===== src/core/fault_mgr_map.vh =====
`ifndef FAULT_MGR_MAP_VH
`define FAULT_MGR_MAP_VH

// command codes of the configuration registers
`define CODE_PROP_A       8'hd2
`define CODE_PROP_B       8'hd3
`define CODE_RESP_A       8'hd5
`define CODE_RESP_B       8'hd6
`define CODE_RETRY_LIMIT  8'hf7

// field positions
`define PROP_BIT          0
`define RESP_MSB          3
`define RESP_LSB          0
`define LIMIT_MSB         2
`define LIMIT_LSB         0

// reset values (stand-in for the nonvolatile defaults)
`define PROP_RST          4'h0
`define RESP_RST          4'h0
`define LIMIT_RST         3'h0

// retry limit encodings
`define LIMIT_NONE        3'h0
`define LIMIT_INF         3'h7

// timing
`define CLK_PERIOD_NS     10
`define DEGLITCH_NS       10000
`define DEGLITCH_CYC      ((`DEGLITCH_NS + `CLK_PERIOD_NS - 1) / `CLK_PERIOD_NS)
`define GRANULE_US        200
`define DELAY_MAX_US      13100000
`define DELAY_MAX_GRAN    (`DELAY_MAX_US / `GRANULE_US)
`define QUIET_S           16
`define QUIET_GRAN        (`QUIET_S * 1000000 / `GRANULE_US)
`define SHARE_PERIOD_US   10
`define SHARE_EDGES       (`GRANULE_US / `SHARE_PERIOD_US)

`endif


===== src/core/channel_retry.v =====
`timescale 1ns/1ps
`include "fault_mgr_map.vh"

module channel_retry
#(
  parameter QUIET_GRAN = `QUIET_GRAN,
  parameter QW         = 17
)
(
  input  wire        clock_i,
  input  wire        rst_n_i,
  input  wire        granule_i,
  input  wire        faulted_off_i,
  input  wire        retry_nz_i,
  input  wire        on_edge_i,
  input  wire [2:0]  limit_i,
  input  wire [15:0] delay_gran_i,
  output reg         restart_o,
  output reg  [2:0]  count_o
);

  localparam [1:0] ST_IDLE      = 2'h0;
  localparam [1:0] ST_WAIT      = 2'h1;
  localparam [1:0] ST_RESTARTED = 2'h2;
  localparam [1:0] ST_HOLD      = 2'h3;
  localparam integer  QUIET_I    = QUIET_GRAN - 1;
  localparam [QW-1:0] QUIET_LAST = QUIET_I[QW-1:0];

  reg [1:0]    state;
  reg [2:0]    limit_held;
  reg [15:0]   wait_cnt;
  reg [QW-1:0] quiet_cnt;
  wire         allowed;
  wire         quiet_done;

  // limit 0 never allows, 7 always, else count below limit
  assign allowed = (limit_held == `LIMIT_INF) ||
                   (count_o < limit_held);
  assign quiet_done = granule_i && !faulted_off_i &&
                      (quiet_cnt == QUIET_LAST);

  // retry sequencer, one attempt per faulted-off episode
  always @(posedge clock_i or negedge rst_n_i)
  begin
    if (!rst_n_i)
    begin
      state      <= ST_IDLE;
      limit_held <= `LIMIT_RST;
      wait_cnt   <= 16'h0000;
      quiet_cnt  <= {QW{1'b0}};
      restart_o  <= 1'b0;
      count_o    <= 3'h0;
    end
    else
    begin
      restart_o <= 1'b0;
      if (faulted_off_i)
        quiet_cnt <= {QW{1'b0}};
      else if (granule_i && !quiet_done)
        quiet_cnt <= quiet_cnt + {{(QW-1){1'b0}}, 1'b1};
      else if (quiet_done)
        quiet_cnt <= {QW{1'b0}};
      if (on_edge_i)
      begin
        // new limit only picked up at off-then-on
        count_o    <= 3'h0;
        limit_held <= limit_i;
        state      <= ST_IDLE;
      end
      else
      begin
        case (state)
          ST_IDLE:
            if (faulted_off_i && retry_nz_i)
            begin
              if (allowed)
              begin
                state    <= ST_WAIT;
                wait_cnt <= delay_gran_i;
              end
              else
                state <= ST_HOLD;
            end
          ST_WAIT:
            if (!faulted_off_i)
              state <= ST_IDLE;
            else if (wait_cnt == 16'h0000)
            begin
              restart_o <= 1'b1;
              if (limit_held != `LIMIT_INF)
                count_o <= count_o + 3'h1;
              state <= ST_RESTARTED;
            end
            else if (granule_i)
              wait_cnt <= wait_cnt - 16'h0001;
          ST_RESTARTED:
            if (!faulted_off_i)
              state <= ST_IDLE;
          ST_HOLD:
            // stays disabled until the fault is cleared elsewhere
            if (!faulted_off_i)
              state <= ST_IDLE;
          default:
            state <= ST_IDLE;
        endcase
        if (quiet_done)
          count_o <= 3'h0;
      end
    end
  end

endmodule // channel_retry


===== src/core/fault_retry_manager.v =====
`timescale 1ns/1ps
`include "fault_mgr_map.vh"

module fault_retry_manager
#(
  parameter DEGLITCH_CYC = `DEGLITCH_CYC,
  parameter SHARE_EDGES  = `SHARE_EDGES,
  parameter QUIET_GRAN   = `QUIET_GRAN
)
(
  input  wire        clock_i,
  input  wire        rst_n_i,
  input  wire        bus_write_i,
  input  wire        bus_read_i,
  input  wire [7:0]  bus_code_i,
  input  wire [7:0]  bus_wdata_i,
  input  wire [1:0]  bus_page_i,
  input  wire        bus_page_all_i,
  output reg  [7:0]  bus_rdata_o,
  output reg         bus_rvalid_o,
  output reg         bus_unmapped_o,
  input  wire [23:0] retry_delay_us_i,
  input  wire [3:0]  faulted_off_i,
  input  wire [3:0]  retry_nz_i,
  input  wire [3:0]  chan_on_i,
  input  wire        clear_faults_i,
  input  wire        share_clk_i,
  input  wire        shared_fault_line_a_n_i,
  output reg         shared_fault_line_a_n_o,
  output reg         shared_fault_line_a_n_oe_o,
  input  wire        shared_fault_line_b_n_i,
  output reg         shared_fault_line_b_n_o,
  output reg         shared_fault_line_b_n_oe_o,
  output reg         host_alert_n_o,
  output reg         host_alert_n_oe_o,
  output wire [3:0]  restart_o,
  output reg  [3:0]  ext_shutdown_o,
  output reg  [3:0]  status_set_a_o,
  output reg  [3:0]  status_set_b_o
);

  localparam integer DEG_I      = DEGLITCH_CYC - 1;
  localparam integer SHARE_I    = SHARE_EDGES - 1;
  localparam integer CAP_I      = `DELAY_MAX_GRAN;
  localparam [15:0]  DEG_LAST   = DEG_I[15:0];
  localparam [7:0]   SHARE_LAST = SHARE_I[7:0];
  localparam [15:0]  DELAY_CAP  = CAP_I[15:0];

  // configuration registers
  reg [3:0]  prop_a, prop_b;
  reg [3:0]  resp_a, resp_b;
  reg [2:0]  limit;

  // pin synchronisers, time base, deglitch and edge state
  reg [1:0]  sync_a, sync_b, sync_share;
  reg        share_prev;
  reg [7:0]  share_cnt;
  reg        granule;
  reg [15:0] deg_a, deg_b;
  reg        low_a_held, low_b_held;
  reg [3:0]  on_prev, on_edge;
  reg [15:0] delay_gran;
  wire       low_a, low_b;
  wire [3:0] page_sel, trip, keep;
  wire [3:0] new_a, new_b;

  // retry delay in 200 us granules, rounded, then clamped
  function [15:0] to_granules;
    input [23:0] us;
    reg   [24:0] rounded;
    begin
      rounded = ({1'b0, us} + 25'd100) / 25'd200;
      if (rounded > {9'h000, DELAY_CAP})
        to_granules = DELAY_CAP;
      else
        to_granules = rounded[15:0];
    end
  endfunction

  // channel mask that a paged write touches
  function [3:0] page_mask;
    input [1:0] page;
    input       all;
    begin
      if (all)
        page_mask = 4'hf;
      else
        page_mask = 4'h1 << page;
    end
  endfunction

  assign page_sel = page_mask(bus_page_i, bus_page_all_i);
  assign low_a    = ~sync_a[1];
  assign low_b    = ~sync_b[1];

  // a channel trips only on a deglitched low and a set response bit
  assign new_a = {4{low_a_held}} & resp_a;
  assign new_b = {4{low_b_held}} & resp_b;
  assign trip  = (new_a | new_b) & ~ext_shutdown_o;
  // held off only while a responding line is still low
  assign keep  = ({4{low_a}} & resp_a) | ({4{low_b}} & resp_b);

  // two-flop synchronisers, only stage two is read
  always @(posedge clock_i or negedge rst_n_i)
  begin
    if (!rst_n_i)
    begin
      sync_a     <= 2'h3;
      sync_b     <= 2'h3;
      sync_share <= 2'h0;
      share_prev <= 1'b0;
    end
    else
    begin
      sync_a     <= {sync_a[0], shared_fault_line_a_n_i};
      sync_b     <= {sync_b[0], shared_fault_line_b_n_i};
      sync_share <= {sync_share[0], share_clk_i};
      share_prev <= sync_share[1];
    end
  end

  // time-base prescaler: share edges into 200 us granules
  always @(posedge clock_i or negedge rst_n_i)
  begin
    if (!rst_n_i)
    begin
      share_cnt <= 8'h00;
      granule   <= 1'b0;
    end
    else
    begin
      granule <= 1'b0;
      if (sync_share[1] && !share_prev)
      begin
        if (share_cnt == SHARE_LAST)
        begin
          share_cnt <= 8'h00;
          granule   <= 1'b1;
        end
        else
          share_cnt <= share_cnt + 8'h01;
      end
    end
  end

  // retry delay registered; the bus value itself is never changed
  always @(posedge clock_i or negedge rst_n_i)
  begin
    if (!rst_n_i)
      delay_gran <= 16'h0000;
    else
      delay_gran <= to_granules(retry_delay_us_i);
  end

  // off-then-on detect per channel
  always @(posedge clock_i or negedge rst_n_i)
  begin
    if (!rst_n_i)
    begin
      on_prev <= 4'h0;
      on_edge <= 4'h0;
    end
    else
    begin
      on_prev <= chan_on_i;
      on_edge <= chan_on_i & ~on_prev;
    end
  end

  // register writes; reserved bits simply not stored
  always @(posedge clock_i or negedge rst_n_i)
  begin
    if (!rst_n_i)
    begin
      prop_a <= `PROP_RST;
      prop_b <= `PROP_RST;
      resp_a <= `RESP_RST;
      resp_b <= `RESP_RST;
      limit  <= `LIMIT_RST;
    end
    else if (bus_write_i)
    begin
      case (bus_code_i)
        `CODE_PROP_A:
          prop_a <= (prop_a & ~page_sel) |
                    (page_sel & {4{bus_wdata_i[`PROP_BIT]}});
        `CODE_PROP_B:
          prop_b <= (prop_b & ~page_sel) |
                    (page_sel & {4{bus_wdata_i[`PROP_BIT]}});
        `CODE_RESP_A:
          resp_a <= bus_wdata_i[`RESP_MSB:`RESP_LSB];
        `CODE_RESP_B:
          resp_b <= bus_wdata_i[`RESP_MSB:`RESP_LSB];
        `CODE_RETRY_LIMIT:
          limit <= bus_wdata_i[`LIMIT_MSB:`LIMIT_LSB];
        default:
          limit <= limit;
      endcase
    end
  end

  // register reads, answered one cycle later
  always @(posedge clock_i or negedge rst_n_i)
  begin
    if (!rst_n_i)
    begin
      bus_rdata_o    <= 8'h00;
      bus_rvalid_o   <= 1'b0;
      bus_unmapped_o <= 1'b0;
    end
    else
    begin
      bus_rvalid_o   <= bus_read_i;
      bus_unmapped_o <= 1'b0;
      if (bus_read_i)
      begin
        case (bus_code_i)
          `CODE_PROP_A:
            bus_rdata_o <= {7'h00, prop_a[bus_page_i]};
          `CODE_PROP_B:
            bus_rdata_o <= {7'h00, prop_b[bus_page_i]};
          `CODE_RESP_A:
            bus_rdata_o <= {4'h0, resp_a};
          `CODE_RESP_B:
            bus_rdata_o <= {4'h0, resp_b};
          `CODE_RETRY_LIMIT:
            bus_rdata_o <= {5'h00, limit};
          default:
          begin
            bus_rdata_o    <= 8'h00;
            bus_unmapped_o <= 1'b1;
          end
        endcase
      end
    end
  end

  // deglitch: line must stay low for the full 10 us window
  always @(posedge clock_i or negedge rst_n_i)
  begin
    if (!rst_n_i)
    begin
      deg_a      <= 16'h0000;
      deg_b      <= 16'h0000;
      low_a_held <= 1'b0;
      low_b_held <= 1'b0;
    end
    else
    begin
      if (!low_a)
      begin
        deg_a      <= 16'h0000;
        low_a_held <= 1'b0;
      end
      else if (deg_a == DEG_LAST)
        low_a_held <= 1'b1;
      else
        deg_a <= deg_a + 16'h0001;
      if (!low_b)
      begin
        deg_b      <= 16'h0000;
        low_b_held <= 1'b0;
      end
      else if (deg_b == DEG_LAST)
        low_b_held <= 1'b1;
      else
        deg_b <= deg_b + 16'h0001;
    end
  end

  // shutdown per channel; release hands turn-on back to the sequencer
  always @(posedge clock_i or negedge rst_n_i)
  begin
    if (!rst_n_i)
    begin
      ext_shutdown_o <= 4'h0;
      status_set_a_o <= 4'h0;
      status_set_b_o <= 4'h0;
    end
    else
    begin
      ext_shutdown_o <= (ext_shutdown_o & keep) | trip;
      status_set_a_o <= trip & new_a;
      status_set_b_o <= trip & new_b;
    end
  end

  // alert held until cleared; a new shutdown beats a clear
  always @(posedge clock_i or negedge rst_n_i)
  begin
    if (!rst_n_i)
    begin
      host_alert_n_o    <= 1'b0;
      host_alert_n_oe_o <= 1'b0;
    end
    else
    begin
      host_alert_n_o <= 1'b0;
      if (|trip)
        host_alert_n_oe_o <= 1'b1;
      else if (clear_faults_i)
        host_alert_n_oe_o <= 1'b0;
    end
  end

  // open-drain drive; our own pull also trips local responders
  always @(posedge clock_i or negedge rst_n_i)
  begin
    if (!rst_n_i)
    begin
      shared_fault_line_a_n_o    <= 1'b0;
      shared_fault_line_a_n_oe_o <= 1'b0;
      shared_fault_line_b_n_o    <= 1'b0;
      shared_fault_line_b_n_oe_o <= 1'b0;
    end
    else
    begin
      shared_fault_line_a_n_o    <= 1'b0;
      shared_fault_line_b_n_o    <= 1'b0;
      shared_fault_line_a_n_oe_o <= |(faulted_off_i & prop_a);
      shared_fault_line_b_n_oe_o <= |(faulted_off_i & prop_b);
    end
  end

  // per-channel retry counters
  genvar ch;
  generate
    for (ch = 0; ch < 4; ch = ch + 1)
    begin : g_chan
      channel_retry
      #(
        .QUIET_GRAN (QUIET_GRAN)
      )
      channel_retry_inst
      (
        .clock_i       (clock_i),
        .rst_n_i       (rst_n_i),
        .granule_i     (granule),
        .faulted_off_i (faulted_off_i[ch]),
        .retry_nz_i    (retry_nz_i[ch]),
        .on_edge_i     (on_edge[ch]),
        .limit_i       (limit),
        .delay_gran_i  (delay_gran),
        .restart_o     (restart_o[ch]),
        .count_o       ()
      );
    end
  endgenerate

endmodule // fault_retry_manager


===== config.mk =====
export PLATFORM = sky130hd
export DESIGN_NAME = fault_retry_manager
export DESIGN_NICKNAME = d
export VERILOG_FILES = /design/src/core/channel_retry.v /design/src/core/fault_retry_manager.v
export VERILOG_INCLUDE_DIRS = /design/src /design/src/core
export SDC_FILE = /design/constraint.sdc
export NUM_CORES = 1
export LEC_CHECK = 0
export ABC_AREA = 1
export BUFFER_PORTS_ARGS = -buffer_cell sky130_fd_sc_hd__buf_2
export CORE_UTILIZATION = 56
export DETAILED_ROUTE_END_ITERATION = 16
export PLACE_DENSITY = 0.77
export SKIP_CTS_REPAIR_TIMING = 1
export SLEW_MARGIN = 10
export SYNTH_ARGS = -nofsm -noshare
export SYNTH_HDL_FRONTEND = slang
export SYNTH_SLANG_ARGS = --single-unit

===== constraint.sdc =====
create_clock -name clock_i -period 2.18 [get_ports clock_i]
set_input_delay 0.109 -clock clock_i [delete_from_list [all_inputs] [get_ports clock_i]]
set_output_delay 0.109 -clock clock_i [all_outputs]
set_load 0.03 [all_outputs]

==> out/results.tsv, run 1 <==
stage	metric	value	unit
finish	fillers	2021	
clocking	cts_root_buffer	clkbuf_16	
worst_setup_path	r2r-start	g_chan[3].channel_retry_inst.quiet_cnt[1]$_DFFE_PN0P_	
die	die_area	32500	um^2
worst_setup_path	critical-path-top-delay-family	simple AND/OR/NAND/NOR gates	
die	fp.dieW	180	um
sta	period_minus_slack	8.39	ns
detailed_routing	firstDrtPassIters	5	
sta	setup_viol	37	
sta	rsz0062_at_grt	true	
clocking	htree_levels	1	
sta	postLayoutSetupSlackWorst	-6.21	ns
sta	final_max_slew_viol_count	0	
finish	num-nets-final	2936	
clocking	cts_buffer_depth	3	
worst_setup_path	crit_path_start_kind	input port	
hold_path	hold_path.class	in2reg	
finish	final_common_cell	nand2_1	
worst_setup_path	cp_slowest_cell	a21oi_4	
worst_setup_path	required	2.61	ns
detailed_routing	wl	50600	um
worst_setup_path	critPathMostFrequentCell	nand2_4	
sta	fmax	0.119	GHz
detailed_routing	drtIter0Drc	1343	
die	core	30900	um^2
synth	synth.distinct_cells	62	
finish	diodes	0	
finish	area_growth	33.6	%
sta	clock_skew	0.0120	ns
global_routing	grt_pass1_vias	16900	
hold_path	min_from	faulted_off_i[1]	
worst_setup_path	critPathKind	in2reg	
worst_setup_path	worst_ep_arrival_time	8.83	ns
die	rows	64	
synth	synth_flop_cell	dfrtp_1	
status	status	complete, but fails checks	
die	io_pins	95	
synth	synth_seq_area_share	39.6	%
synth	syn_avg_cell_area	7.26	um^2
synth	async_flop_share	100	%
global_routing	grt_max_degree	70	
detailed_routing	vias_per_cell	5.66	
clocking	clkSinkCount	282	
global_routing	grt_first_pass_wirelength	75400	um
sta	hold_viol	3	
synth	synth-warning-count	0	
detailed_routing	vias	18500	
die	initial_core_util	57.7	%
synth	synth_area	17800	um^2
clocking	cts_tree	done	
place	io_buffers	81	
sta	max_slew_margin	53.6	%
place	place_hpwl	32800	um
global_routing	grt_usage	27.0	%
worst_setup_path	critical_path.startpoint	retry_delay_us_i[5]	
detailed_routing	drc	0	
sta	timing.hold.ws	-0.0392	ns
synth	netlist_instances	2456	
detailed_routing	ant_nets	0	
die	die_h	180	um
sta	finalCritPeriodShare	385	%
sta	worst_pin_slew	0.689	ns
synth	ys_ff_latch	282	
worst_setup_path	rrSetupSlack	-0.31	ns
synth	synth_edf_count	0	
worst_setup_path	end_kind	flip-flop	
clocking	cts_made_buffers	30	
worst_setup_path	max_stage_delay	0.27	ns
global_routing	antenna_found_initial	0	
job	cap_viol_max_count	0	
detailed_routing	wl_per_cell	15.5	um
worst_setup_path	crit_fanout	7	
worst_setup_path	worst-path-buf-inv	5	
finish	mostFrequentLayoutCells	433 x nand2_1, 355 x inv_1, 277 x dfrtp_1	
place	gp_congestion	0.931	
clocking	insertion_delay	0.56	ns
global_routing	overflow	0	
clocking	clkTransAtPathRegs	0.06	ns
finish	drive_gt1_share	29.0	%
status	violations	negative hold slack, negative setup slack	
## tightest hold or removal path: cells and delay by family
family	cells	cell delay [ns]
and+or+nand+nor	1	0.10
AOI/OAI and AO/OA	1	0.08
buffers and inverters	1	0.18
## state kept, by name, summed over array words and instances (netlist names), 4 cells and up, named ones only
signal,count
bus_rdata_o,4
deg_a,16
deg_b,16
delay_gran,16
ext_shutdown_o,4
g_chan.channel_retry_inst.count_o,12
g_chan.channel_retry_inst.limit_held,12
g_chan.channel_retry_inst.quiet_cnt,68
g_chan.channel_retry_inst.restart_o,4
g_chan.channel_retry_inst.state,8
g_chan.channel_retry_inst.wait_cnt,64
on_edge,4
on_prev,4
resp_a,4
resp_b,4
share_cnt,8
status_set_a_o,4
status_set_b_o,4
## kinds of logic after synthesis
| kind of cell | after synthesis | share of synthesized area, % |
|---|---|---|
| buf+inv | 459 | 9.97 |
| xor+xnor | 51 | 2.51 |
| compound gates | 484 | 15.7 |
| other cells | 1 | 0.0210 |
| fa+ha+maj | 25 | 1.76 |
| flops | 282 | 39.6 |
| simple gates | 1151 | 30.2 |
| mux | 3 | 0.190 |
## layout make-up
class	instances	area (um^2)	share of cell area (%)
flip-flops and latches	282	7060	29.7
well taps	396	495	2.08
repair buffers	399	3080	12.9
clock buffers	41	872	3.66
clock inverters	14	144	0.604
multi-input cells	1722	10600	44.5
inverters	413	1570	6.59
## synth_stat cells (all sizes together), types with 12 or more instances
library cell    n  area (um^2)
nand2         579         2480
inv           404         1520
dfrtp         278         6960
nor2          266         1070
o21ai         236         1200
nand3         145          803
a21oi         103          519
nor3           58          295
nand4          53          405
xor2           39          342
o22ai          37          231
clkbuf         33          124
nor4           28          175
ha             25          313
a31oi          19          119
o211ai         18          135
o221ai         15          131
buf            12         93.8
xnor2          12          105
## final timing paths
path | to | cells after the start
setup reg to reg | g_chan[3].channel_retry_inst.quiet_cnt[16]$_DFFE_PN0P_ | 12
hold reg to reg | sync_share[1]$_DFF_PN0_ | 0
hold / removal | g_chan[1].channel_retry_inst.state[1]$_DFFE_PN0P_ | 3
setup / recovery | delay_gran[4]$_DFF_PN0_ | 78
max in group asynchronous | sync_a[0]$_DFF_PN1_ | 3
min in group asynchronous | g_chan[3].channel_retry_inst.quiet_cnt[14]$_DFFE_PN0P_ | 2
## metrics by stage
step / setup TNS [ns] / util, % / worst slack, ns / instance area, um^2 / cells
after floorplan: -88.43 / - / -5.57 / 18100 / 2462
after global placement: -96.02 / 67.0 / -5.99 / 20700 / 3133
after detailed placement: -105.57 / 67.0 / -6.53 / 20700 / 3133
after CTS: -98.98 / 70.2 / -5.97 / 21700 / 3188
after global routing: -115.70 / 77.0 / -6.89 / 23800 / 3267
final: -100.49 / 77.0 / -6.21 / 23800 / 3267
## per-layer routing
metal	up-vias	GRT usage [%]	wire [um]
met5	-	0	0
met4	0	8.27	1720
met3	159	2.26	2340
met2	607	49.5	26200
met1	8844	33.8	20300
li1	8877	-	-
Power of run 1 is not shown: default switching activity piles up to over one toggle a cycle in this logic, so the estimate is an artifact.
==> run 2: changes to the inputs <==
--- a/config.mk
+++ b/config.mk
@@ -8,9 +8,13 @@
 export LEC_CHECK = 0
 export ABC_AREA = 1
 export BUFFER_PORTS_ARGS = -buffer_cell sky130_fd_sc_hd__buf_2
-export CORE_UTILIZATION = 56
+export CAP_MARGIN = 20
+export CELL_PAD_IN_SITES_DETAIL_PLACEMENT = 1
+export CELL_PAD_IN_SITES_GLOBAL_PLACEMENT = 1
+export CORE_UTILIZATION = 41
 export DETAILED_ROUTE_END_ITERATION = 16
-export PLACE_DENSITY = 0.77
+export MAX_ROUTING_LAYER = met4
+export PLACE_DENSITY_LB_ADDON = 0.1
 export SKIP_CTS_REPAIR_TIMING = 1
 export SLEW_MARGIN = 10
 export SYNTH_ARGS = -nofsm -noshare
==> out/results.tsv, run 2 (synthesis results as in run 1) <==
stage	metric	value	unit
finish	top_regs	g_chan.channel_retry_inst.quiet_cnt x68, g_chan.channel_retry_inst.wait_cnt x64	
worst_setup_path	critical_path.startpoint	retry_delay_us_i[3]	
sta	hold_viol	0	
detailed_routing	vias_per_cell	5.28	
status	status	complete, but fails checks	
worst_setup_path	critical-path-top-delay-family	simple AND/OR/NAND/NOR gates	
clocking	cts_root_buffer	clkbuf_16	
global_routing	grt_max_degree	66	
worst_setup_path	crit_path_start_kind	input port	
detailed_routing	vias	18500	
job	cap_viol_max_count	0	
detailed_routing	wl_per_cell	16.9	um
sta	timing.hold.ws	0.0282	ns
global_routing	grt_first_pass_wirelength	89500	um
sta	rsz0062_at_grt	true	
global_routing	overflow	0	
place	dp_slack	-6.89	ns
worst_setup_path	r2r-start	g_chan[3].channel_retry_inst.wait_cnt[4]$_DFFE_PN0P_	
detailed_routing	drtIter0Drc	794	
worst_setup_path	max_stage_delay	0.26	ns
clocking	cts_made_buffers	30	
global_routing	antenna_found_initial	0	
place	gp_congestion	0.855	
worst_setup_path	critPathMostFrequentCell	nand2_4	
clocking	clkTransAtPathRegs	0.06	ns
detailed_routing	ant_nets	0	
sta	max_slew_margin	59.8	%
finish	fin_util	58.1	%
die	die_area	44300	um^2
clocking	htree_levels	1	
die	die_h	210	um
clocking	cts_tree	done	
detailed_routing	drc	0	
clocking	insertion_delay	0.58	ns
worst_setup_path	required	2.63	ns
place	place_hpwl	41200	um
worst_setup_path	worst_ep_arrival_time	9.06	ns
finish	diodes	0	
hold_path	min_from	bus_write_i	
finish	mostFrequentLayoutCells	406 x nand2_1, 351 x inv_1, 318 x buf_4	
finish	final_common_cell	nand2_1	
clocking	clkSinkCount	282	
worst_setup_path	cp_slowest_cell	a21oi_4	
sta	setup_viol	35	
detailed_routing	firstDrtPassIters	5	
hold_path	hold_path.class	in2reg	
die	rows	76	
global_routing	grt_pass1_vias	18800	
sta	postLayoutSetupSlackWorst	-6.42	ns
worst_setup_path	worst-path-buf-inv	6	
die	io_pins	95	
global_routing	grt_usage	24.8	%
worst_setup_path	critPathKind	in2reg	
worst_setup_path	end_kind	flip-flop	
finish	max_flop_register	g_chan.channel_retry_inst.quiet_cnt	
die	fp.dieW	210	um
finish	drive_gt1_share	32.8	%
worst_setup_path	crit_fanout	7	
sta	final_max_slew_viol_count	0	
sta	finalCritPeriodShare	395	%
finish	largest_reg_flops	68	
place	place_inst	3356	
sta	clock_skew	0.00973	ns
sta	period_minus_slack	8.60	ns
finish	finalNonFillerCells	3507	
die	core	43000	um^2
sta	worst_pin_slew	0.598	ns
detailed_routing	wl	59300	um
die	initial_core_util	41.5	%
place	io_buffers	81	
clocking	cts_buffer_depth	3	
finish	area_growth	40.0	%
status	violations	negative setup slack	
finish	num-nets-final	2987	
finish	fillers	5292	
sta	fmax	0.116	GHz
-- run 2: per-stage QoR --
stage	setup TNS (ns)	area (um^2)
after detailed placement	-115.05	21200
after floorplan	-88.43	18100
after CTS	-107.52	22200
after global routing	-122.20	25000
after global placement	-103.45	21200
final	-106.02	25000
-- run 2: layout make-up --
| class | instances | area, um^2 | share of cell area (%) |
|---|---|---|---|
| inverter | 413 | 1570 | 6.28 |
| sequential | 282 | 7070 | 28.3 |
| timing repair buffer | 450 | 3510 | 14.1 |
| timing repair inverter | 1 | 11.3 | 0.0451 |
| multi-input combinational | 1721 | 11100 | 44.4 |
| tap | 585 | 732 | 2.93 |
| clock inverter | 12 | 113 | 0.451 |
| clock buffer | 43 | 861 | 3.45 |
-- run 2: tightest hold or removal path: stages --
cell and delay, ns:
buf_2 0.12, nand2_1 0.21, o21ai_0 0.12
-- run 2: final timing paths --
kind                            slack (ns)  depth (start not counted)                                                endpoint
max in group asynchronous             1.33                          3                                   deg_a[12]$_DFFE_PN0P_
worst min register to register        0.35                          0                                 sync_share[1]$_DFF_PN0_
worst max-delay path                 -6.42                         86                                 delay_gran[7]$_DFF_PN0_
worst min-delay path                  0.03                          3                                   resp_a[2]$_DFFE_PN0P_
worst max register to register       -0.30                         13    g_chan[3].channel_retry_inst.wait_cnt[1]$_DFFE_PN0P_
min in group asynchronous             0.09                          2  g_chan[3].channel_retry_inst.quiet_cnt[15]$_DFFE_PN0P_
-- run 2: layer usage --
layer | track usage (%) | vias up | wire (um)
li1 | - | 8956 | -
met1 | 29.9 | 9199 | 24800
met2 | 45.0 | 235 | 31600
met3 | 1.89 | 121 | 1350
met4 | 5.32 | 0 | 1580
met5 | - | - | 0
Power of run 2 is left out for the same reason.
